[src/verilog/dbs_pkg.sv]
// Purpose: shared constants and types for the bus-sizing lane steering block
// Assumes: 32-bit external data bus, four byte lanes, lane 3 = bits 31..24
// Notes: size codes give bytes still to move; 00 stands for four
package dbs_pkg;
  // remaining-size codes on the two size outputs
  localparam logic [1:0] SIZE_LONG = 2'h0; // four bytes
  localparam logic [1:0] SIZE_BYTE = 2'h1; // one byte
  localparam logic [1:0] SIZE_WORD = 2'h2; // two bytes
  localparam logic [1:0] SIZE_TRIP = 2'h3; // three bytes
  // acknowledge encoding {upper, lower}
  localparam logic [1:0] ACK_WAIT = 2'h0; // keep waiting
  localparam logic [1:0] ACK_P8 = 2'h1; // 8-bit port
  localparam logic [1:0] ACK_P16 = 2'h2; // 16-bit port
  localparam logic [1:0] ACK_P32 = 2'h3; // 32-bit port
  // bus cycle sequencer states, one-hot
  typedef enum logic [2:0] {
    ST_IDLE = 3'h1, // no transfer in progress
    ST_CYC = 3'h2, // bus cycle running, waiting for acknowledge
    ST_DONE = 3'h4 // one-cycle completion report
  } dbs_state_e;
endpackage : dbs_pkg

[src/verilog/dbs_if.sv]
// Purpose: carries the lane steering controls between top and the write mux
// Assumes: one clock domain
// Notes: purely combinational path from sequencer state to lane pattern
`timescale 1ns/1ps
interface dbs_if;
  logic [1:0] size; // remaining-size code of the next bus cycle
  logic [1:0] offset; // byte offset of the next bus cycle
  logic [31:0] operand; // operand, msb byte first
  logic [31:0] lanes; // replicated write lane pattern
  modport ctrl (output size, output offset, output operand, input lanes);
  modport mux (input size, input offset, input operand, output lanes);
endinterface : dbs_if

[src/verilog/dbs_write_mux.sv]
// Purpose: internal-to-external write multiplexer with lane replication
// Assumes: operand bytes msb, second, third, lsb in bits 31..0
// Notes: filler byte lanes are driven but no port width ever takes them
`timescale 1ns/1ps
module dbs_write_mux (
  dbs_if.mux m // steering controls and lane result
);
  logic [7:0] operand_byte_msb; // first operand byte
  logic [7:0] operand_byte_second; // second operand byte
  logic [7:0] operand_byte_third; // third operand byte
  logic [7:0] operand_byte_lsb; // last operand byte
  assign operand_byte_msb = m.operand[31:24];
  assign operand_byte_second = m.operand[23:16];
  assign operand_byte_third = m.operand[15:8];
  assign operand_byte_lsb = m.operand[7:0];

  // pattern per size and offset; lanes listed bits 31..24 first
  always_comb begin
    m.lanes = {4{operand_byte_lsb}}; // byte: every lane
    case (m.size)
      dbs_pkg::SIZE_BYTE: begin
        m.lanes = {4{operand_byte_lsb}}; // offset ignored
      end
      dbs_pkg::SIZE_WORD: begin
        // only the low offset bit matters
        if (m.offset[0]) begin
          m.lanes = {operand_byte_third, operand_byte_third, operand_byte_lsb,
            operand_byte_third};
        end else begin
          m.lanes = {operand_byte_third, operand_byte_lsb, operand_byte_third,
            operand_byte_lsb};
        end
      end
      dbs_pkg::SIZE_TRIP: begin
        case (m.offset)
          2'h0: m.lanes = {operand_byte_second, operand_byte_third, operand_byte_lsb,
            operand_byte_msb}; // msb is filler
          2'h1: m.lanes = {operand_byte_second, operand_byte_second, operand_byte_third,
            operand_byte_lsb};
          2'h2: m.lanes = {operand_byte_second, operand_byte_third, operand_byte_second,
            operand_byte_third};
          default: m.lanes = {operand_byte_second, operand_byte_second,
            operand_byte_third, operand_byte_second}; // third is filler
        endcase
      end
      default: begin
        case (m.offset)
          2'h0: m.lanes = m.operand; // natural order
          2'h1: m.lanes = {operand_byte_msb, operand_byte_msb, operand_byte_second,
            operand_byte_third};
          2'h2: m.lanes = {operand_byte_msb, operand_byte_second, operand_byte_msb,
            operand_byte_second};
          default: m.lanes = {operand_byte_msb, operand_byte_msb, operand_byte_second,
            operand_byte_msb}; // second is filler
        endcase
      end
    endcase
  end
endmodule : dbs_write_mux

[src/verilog/dbs_lane_steer.sv]
// Purpose: dynamic bus sizing sequencer and lane steering for one operand
// Assumes: acknowledge lines come from pins and are synchronised here
// Notes: strobe timing, bus error and retry live elsewhere
`timescale 1ns/1ps
module dbs_lane_steer (
  input wire logic clk_i, // 50 MHz processor clock
  input wire logic reset_i, // synchronous, active high
  input wire logic start_i, // one-cycle request pulse, taken in idle
  input wire logic write_i, // 1 write, 0 read
  input wire logic fetch_i, // request is an instruction prefetch
  input wire logic [1:0] op_size_i, // operand size code, size encoding
  input wire logic [31:0] addr_i, // operand byte address
  input wire logic [31:0] wdata_i, // write operand, msb byte first
  input wire logic port_ack_upper_i, // acknowledge upper line, pin
  input wire logic port_ack_lower_i, // acknowledge lower line, pin
  input wire logic [31:0] data_in_i, // external data bus, pin
  output logic cycle_o, // bus cycle in progress
  output logic [31:0] addr_o, // current cycle address
  output logic remaining_size_hi_o, // size code high bit
  output logic remaining_size_lo_o, // size code low bit
  output logic [31:0] data_out_o, // external write data lanes
  output logic done_o, // one-cycle completion pulse
  output logic addr_err_o, // one-cycle address error pulse
  output logic [31:0] rdata_o, // assembled read operand
  output logic [1:0] cycles_o // bus cycles used minus one
);
  typedef struct packed {
    dbs_pkg::dbs_state_e st; // sequencer state
    logic [1:0] ack_m; // first sync stage
    logic [1:0] ack_s; // second sync stage
    logic [31:0] data_m; // data first sync stage
    logic [31:0] data_s; // data second sync stage
    logic wr; // transfer is a write
    logic [1:0] size; // bytes remaining code
    logic [31:0] addr; // current address
    logic [31:0] oper; // write operand
    logic [31:0] rd; // read assembly
    logic [31:0] lanes; // registered write lanes
    logic done; // completion pulse
    logic aerr; // address error pulse
    logic [1:0] ncyc; // cycle counter
  } dbs_state_s;

  dbs_state_s q; // registered state
  dbs_state_s d; // next state
  dbs_if sif (); // steering link to the write mux
  logic [2:0] rem; // bytes remaining, 1..4
  logic [2:0] room; // bytes the port can take this cycle
  logic [2:0] moved; // bytes moved this cycle
  logic [2:0] new_rem; // bytes left afterwards
  logic [2:0] base_lane; // lane index of first byte for the port
  logic [31:0] rd_next; // read assembly updated
  logic [1:0] nxt_size; // size code of the next bus cycle
  logic [31:0] nxt_addr; // address of the next bus cycle

  assign sif.size = nxt_size;
  assign sif.offset = nxt_addr[1:0];
  assign sif.operand = q.st == dbs_pkg::ST_IDLE ? wdata_i : q.oper;

  dbs_write_mux u_mux (
    .m(sif)
  );

  // bytes moved: remaining capped by lanes left in the port's width
  always_comb begin
    rem = q.size == dbs_pkg::SIZE_LONG ? 3'h4 : {1'h0, q.size};
    case (q.ack_s)
      dbs_pkg::ACK_P8: room = 3'h1;
      dbs_pkg::ACK_P16: room = 3'h2 - {2'h0, q.addr[0]};
      default: room = 3'h4 - {1'h0, q.addr[1:0]};
    endcase
    moved = rem < room ? rem : room;
    new_rem = rem - moved;
    // lane of first byte: 8- and 16-bit ports occupy top lanes only
    case (q.ack_s)
      dbs_pkg::ACK_P8: base_lane = 3'h3;
      dbs_pkg::ACK_P16: base_lane = 3'h3 - {2'h0, q.addr[0]};
      default: base_lane = 3'h3 - {1'h0, q.addr[1:0]};
    endcase
  end

  // read capture: byte i of the remaining tail lands at lane base-i
  always_comb begin
    logic [2:0] k;
    logic [2:0] lane;
    k = 3'h0;
    lane = 3'h0;
    rd_next = q.rd;
    for (int i = 0; i < 4; i++) begin
      k = rem - 3'(i) - 3'h1; // operand byte index from lsb
      lane = base_lane - 3'(i);
      if (3'(i) < moved) begin
        rd_next[{k[1:0], 3'h0} +: 8] = q.data_s[{lane[1:0], 3'h0} +: 8];
      end
    end
  end

  // next size and address kept apart from d, so the mux path never loops through d
  always_comb begin
    nxt_size = q.size;
    nxt_addr = q.addr;
    if (q.st == dbs_pkg::ST_IDLE && start_i && !(fetch_i && addr_i[0])) begin
      nxt_size = fetch_i ? dbs_pkg::SIZE_LONG : op_size_i; // largest first
      nxt_addr = addr_i;
    end else if (q.st == dbs_pkg::ST_CYC && q.ack_s != dbs_pkg::ACK_WAIT) begin
      nxt_addr = q.addr + 32'(moved); // e.g. 001 -> 010 -> 100
      nxt_size = new_rem[1:0]; // four left encodes as 00
    end
  end

  // next-state logic
  always_comb begin
    d = q;
    d.ack_m = {port_ack_upper_i, port_ack_lower_i};
    d.ack_s = q.ack_m;
    d.data_m = data_in_i;
    d.data_s = q.data_m;
    d.done = 1'b0;
    d.aerr = 1'b0;
    case (q.st)
      dbs_pkg::ST_IDLE: begin
        if (start_i) begin
          if (fetch_i && addr_i[0]) begin
            d.aerr = 1'b1; // no bus cycle for odd prefetch
          end else begin
            // misaligned data is simply split, no fault
            d.st = dbs_pkg::ST_CYC;
            d.wr = write_i;
            d.oper = wdata_i;
            d.rd = 32'h0;
            d.ncyc = 2'h0;
          end
        end
      end
      dbs_pkg::ST_CYC: begin
        if (q.ack_s != dbs_pkg::ACK_WAIT) begin
          if (!q.wr) begin
            d.rd = rd_next;
          end
          if (new_rem == 3'h0) begin
            d.st = dbs_pkg::ST_DONE;
            d.done = 1'b1;
          end else begin
            d.ncyc = q.ncyc + 2'h1; // follow-up cycle
          end
        end
      end
      dbs_pkg::ST_DONE: begin
        d.st = dbs_pkg::ST_IDLE;
      end
      default: begin
        d.st = dbs_pkg::ST_IDLE;
      end
    endcase
    d.size = nxt_size; // bytes still to move
    d.addr = nxt_addr; // advanced by bytes moved
    // next cycle's lanes; low bytes land on 31..16 in even-offset word cycles
    d.lanes = sif.lanes;
  end

  // state register
  always_ff @(posedge clk_i) begin
    if (reset_i) begin
      q <= '0;
      q.st <= dbs_pkg::ST_IDLE;
      q.size <= dbs_pkg::SIZE_LONG;
    end else begin
      q <= d;
    end
  end

  assign cycle_o = q.st == dbs_pkg::ST_CYC;
  assign addr_o = q.addr;
  assign remaining_size_hi_o = q.size[1];
  assign remaining_size_lo_o = q.size[0];
  assign data_out_o = q.lanes;
  assign done_o = q.done;
  assign addr_err_o = q.aerr;
  assign rdata_o = q.rd;
  assign cycles_o = q.ncyc;
endmodule : dbs_lane_steer

[config.mk]
export PLATFORM = sky130hd
export DESIGN_NAME = dbs_lane_steer
export DESIGN_NICKNAME = d
export VERILOG_FILES = /design/src/verilog/dbs_pkg.sv /design/src/verilog/dbs_if.sv /design/src/verilog/dbs_write_mux.sv /design/src/verilog/dbs_lane_steer.sv
export SDC_FILE = /design/constraint.sdc
export NUM_CORES = 1
export LEC_CHECK = 0
export ABC_AREA = 1
export BUFFER_PORTS_ARGS = -buffer_cell sky130_fd_sc_hd__buf_2
export CORE_ASPECT_RATIO = 1.5
export CORE_MARGIN = 2
export CORE_UTILIZATION = 60
export DETAILED_ROUTE_END_ITERATION = 12
export GPL_TIMING_DRIVEN = 0
export MAX_ROUTING_LAYER = met4
export PLACE_DENSITY_LB_ADDON = 0.12
export SLEW_MARGIN = 0
export SYNTH_ARGS = -nofsm -noshare
export SYNTH_HDL_FRONTEND = slang
export SYNTH_HIERARCHICAL = 1
export SYNTH_SLANG_ARGS = --single-unit
[constraint.sdc]
create_clock -name clk_i -period 8.1 [get_ports clk_i]
set_input_delay 1.215 -clock clk_i [delete_from_list [all_inputs] [get_ports clk_i]]
set_output_delay 1.215 -clock clk_i [all_outputs]
set_load 0.05 [all_outputs]
* Yosys cells after proc, flatten, opt, wreduce, memory -nomap -nowiden *
Index checks and enable logic that the tools add are counted.

word-level totals
  input port bits = 105
  bits in registers = 206

cells by class
  order comparisons = 5
  bitwise operators = 5
  equality and inequality tests = 15
  reductions and logical operators = 17
  add/subtract/negate cells = 20
  shift operators = 12
  mux-type cells = 39

operators with widths
  cell                                                       number
  two-way mux 32 bit                                         11
  one-hot mux 24 bit (3 select lines)                        2
  bitwise mux 32 bit                                         4
  variable shift 8 x 7 -> 32 bit, first input constant       4
  indexed part select 32 x 6 -> 8 bit                        4
  indexed part select 8 x 7 -> 32 bit                        4
  one-hot mux 32 bit (3 select lines)                        1
  one-hot mux 32 bit (2 select lines)                        1
  adder 32 x 3 -> 32 bit                                     1
  negation 5 -> 7 bit                                        4
  two-way mux 24 bit                                         1
  two-way mux 3 bit                                          6
  two-way mux 2 bit                                          7
  one-hot mux 3 bit (2 select lines)                         2
  AND reduction 5 bit                                        2
  subtractor 2 x 1 -> 2 bit, second input constant           5
  == test 2 bit, second input constant                       4
  inequality test 2 bit, second input constant               4
  one-hot mux 2 bit (2 select lines)                         2
  subtractor 2 bit, second input constant                    4
  == test 2 x 1 -> 1 bit, second input constant              3
  less-than comparator 1 x 3 -> 1 bit, first input constant  2
  less-than comparator 2 x 3 -> 1 bit, first input constant  2
  nonzero test 2 bit                                         3
  other kinds (19)                                           30

* Depth between registers and ports, before layout *
  word-level depth = 16
  depth in mapped cells = 28

* By module *
The synthesis kept the hierarchy.

by module, submodules not included
  module          cells an instance  area an instance (um^2)  instances  sequential area each (um^2)
  dbs_lane_steer  1,990              12,458.2                 1          4,124.0
  dbs_write_mux   357                1,582.8                  1          0.0

* Worst setup path after synthesis *
Ideal clock, no wire load.

  path type = register to register
  start = register q, in the netlist remaining_size_lo_o
  end = register q, in the netlist data_out_o[9]
  setup time = 0.128 ns
  stages on the path, launching flop included = 25
  data required time = 7.972 ns
  path slack = 3.833 ns
  buffers on the path = 3
  arrival = 4.140 ns
  path through = dfxtp_1 > inv_1 > ha_1 > nor2_1 > clkbuf_1 > clkbuf_1 > ha_1 > nand2_1 > inv_1 > nand2_1 > nand2_1 > nand2_1 > nand2_1 > inv_1 > ha_1 > ha_1 > nand2_1 > nand3_1 > inv_1 > clkbuf_1 > o21ai_0 > o21ai_0 > nand3_1 > inv_1 > nor2_1

RTL lines
  element          line                  source
  start, declared  dbs_lane_steer.sv:44  dbs_state_s q;

==> results.sh <==
export IMPL_clockRootBuffer="clkbuf_16"
export IMPL_crit_top_cell="nand2_1"
export IMPL_post_cts_resized=0
export IMPL_netlist_instances=2347
export IMPL_yosysSeqAreaShare=0.294
export IMPL_synthFlopType="dfxtp_1"
export IMPL_synth_most_common_cell="nand2_1"
export IMPL_start_kind="flip-flop"
export IMPL_holdBufCountCts=0
export IMPL_cp_data_required_time_ps=8480
export IMPL_end_kind="flip-flop"
export IMPL_gr_usage_all_layers=0.413
export IMPL_hold_path_class="reg2reg"
export IMPL_setup_slack_ps=2620
export IMPL_clkLatencyLatePin_ps=510
export IMPL_die_w_um=129
export IMPL_grt_overflow=0
export IMPL_fp_dieH_um=191
export IMPL_grt_pass1_vias=15568
export IMPL_pwr_density_cell_nw_per_um2=238
export IMPL_vias=16411
export IMPL_dpl_hpwl_mm=39.2
export IMPL_tightestPinTransition_ps=984
export IMPL_whs_endpoint="q[161]$_SDFF_PP0_"
export IMPL_gp_congestion=1.06
export IMPL_dieArea_um2=24700
export IMPL_avgSynthCellArea_um2=5.98
export IMPL_ys_seq_elements=206
export IMPL_critical_path_max_fanout=10
export IMPL_boundaryPins=208
export IMPL_pre_cts_ws_ps=2850
export IMPL_cts_made_buffers=21
export IMPL_io_buffers=206
export IMPL_drc=0
export IMPL_yosys_area_top_type="dfxtp_1"
export IMPL_ir_drop_mv=0.227
export IMPL_grt_pass1_wl_mm=78.5
export IMPL_synthTopCellsByCount="nand2_1, inv_1, nand3_1, nor2_1, dfxtp_1"
export IMPL_start_util=0.611
export IMPL_drt_vias_per_instance=5.72
export IMPL_wirelength_mm=50.8
export IMPL_synth_area_leaders="dfxtp_1, nand2_1, nand3_1"
export IMPL_cp_top_family="buffers and inverters"
export IMPL_worstSetupPathType="reg2reg"
export IMPL_regToRegSetupSlack_ps=2620
export IMPL_r2r_start="remaining_size_lo_o$_SDFF_PP0_"
export IMPL_cts_max_path_buffers=3
export IMPL_drtIter0Drc=1566
export IMPL_ys_warn_count=6
export IMPL_mappedNetlistArea_um2=14000
export IMPL_async_reset_ff_frac=0
export IMPL_cp_arrival_ps=5860
export IMPL_area_growth_pct=15.1
export IMPL_coreArea_um2=23000
export IMPL_num_nets_final=2703
export IMPL_drive_above_1_share=0.162
export IMPL_synth_top_area_frac=0.294
export IMPL_period_minus_slack_ps=5480
export IMPL_slew_headroom=0.337
export IMPL_cts_sinks=206
export IMPL_grt_max_degree=15
export IMPL_syn_nets=2474
export IMPL_cts_tree="done"
export IMPL_num_fill_cells=2052
export IMPL_cap_violations=0
export IMPL_setup_viol=0
export IMPL_wl_per_cell_um=17.7
export IMPL_slowest_stage="dfxtp_1"
export IMPL_tns_ps=0
export IMPL_clk_pin_slew_ps=70
export IMPL_hold_start="d[161]$_SDFF_PP0_"
export IMPL_slowest_delay_ps=540
export IMPL_firstDrtPassIters=6
export IMPL_ant_nets=0
export IMPL_p_leak_nw=7.76
export IMPL_yosysUniqueCellTypes=44
export IMPL_min_path_cells=2
export IMPL_path_buf_inv=8
export IMPL_finalHoldViolCount=0
export IMPL_r2r_end="data_out_o[9]$_SDFF_PP0_"
export IMPL_rsz0062_at_grt="false"
export IMPL_diodes=0
export IMPL_finalClockSkew_ps=14.6
export IMPL_antenna_found_initial=0
export IMPL_worst_r2r_cell_count=24
export IMPL_crit_chain="inv_1, ha_1, nor2_1, clkbuf_1, clkbuf_1, ha_1, nand2_1, inv_1, nand2_1, nand2_1, nand2_1, nand2_1, inv_1, ha_1, ha_1, nand2_1, nand3_1, inv_1, clkbuf_1, o21ai_0, o21ai_0, nand3_1, inv_1, nor2_1"
export IMPL_power_mw=3.84
export IMPL_drv_slew=0
export IMPL_cts_htree_levels=1
export IMPL_cts_setup_buffers=0
export IMPL_fin_crit_sh=0.676
export IMPL_clock_fmax_mhz=183
export IMPL_synth_edf_count=0
export IMPL_outcome="finished clean"
export IMPL_fp_row_count=68
## where the power goes
part / internal [mW] / switching (mW) / total (mW)
Clock: 0.633 / 0.425 / 1.06
Combinational: 0.458 / 1.15 / 1.61
Sequential: 1.11 / 0.0560 / 1.17
## state kept, by name, summed over array words and instances (netlist names)
signal and count:
rdata_o 32, done_o 1, remaining_size_hi_o 1, remaining_size_lo_o 1
q 70, cycles_o 2, addr_o 32, d 34
addr_err_o 1, data_out_o 32
## layout make-up
type / instances / area, um^2 / share of cell area
clock buffer: 27 / 578 / 0.0358
inverter: 320 / 1200 / 0.0745
sequential: 206 / 4120 / 0.255
tap: 280 / 350 / 0.0217
buffer: 205 / 1200 / 0.0742
timing repair buffer: 206 / 1030 / 0.0638
clock inverter: 10 / 161 / 0.00999
multi-input combinational: 1616 / 7510 / 0.465
## through the flow
stage          cells   util  cell area [um^2]  hold slack (ps)
3_3_place_gp    2833  0.671             15400              390
4_1_cts         2870  0.704             16200              401
5_1_grt         2870  0.704             16200              413
6_report        2870  0.704             16200              401
3_5_place_dp    2833  0.671             15400              392
2_1_floorplan   2347      -             14000              388
## layout by cell type (no fill, tap or decap), drive strengths merged, types with 16 or more instances in the layout
cell type,Yosys,final
nand2,638,638
buf,138,344
inv,313,314
nand3,244,244
nor2,234,234
dfxtp,206,206
a21oi,184,184
o21ai,162,162
clkbuf,67,94
nand4,34,34
nor3,32,32
ha,22,22
a31oi,16,16
## how the worst max path moves through the flow
stage | depth (start not counted) | endpoint | slack (ps) | start
global route | 25 | data_out_o[11]$_SDFF_PP0_ | 2350 | remaining_size_lo_o$_SDFF_PP0_
floorplan | 24 | data_out_o[9]$_SDFF_PP0_ | 3830 | remaining_size_lo_o$_SDFF_PP0_
detailed placement | 24 | data_out_o[9]$_SDFF_PP0_ | 2850 | remaining_size_lo_o$_SDFF_PP0_
finish | 24 | data_out_o[9]$_SDFF_PP0_ | 2620 | remaining_size_lo_o$_SDFF_PP0_
global placement | 24 | data_out_o[9]$_SDFF_PP0_ | 2970 | remaining_size_lo_o$_SDFF_PP0_
CTS | 24 | data_out_o[9]$_SDFF_PP0_ | 2820 | remaining_size_lo_o$_SDFF_PP0_
## worst min-delay path, stage by stage (launching register included)
cell	delay, ps
dfxtp_1	290
inv_1	40
nor2_1	30
## routing by layer
layer / up-vias / share of wire / global-route usage
met2: 951 / 0.48 / 0.701
met3: 276 / 0.077 / 0.0507
met1: 7348 / 0.36 / 0.443
met5: - / 0 / -
li1: 7836 / - / -
met4: 0 / 0.082 / 0.288
## logic make-up after synthesis
| family | synth area share |
|---|---|
| xor+xnor | 0.00196 |
| flops | 0.294 |
| simple gates | 0.372 |
| fa+ha+maj | 0.0196 |
| compound gates | 0.142 |
| buf+inv | 0.171 |
Note: power is estimated with default switching activity, not from simulation.
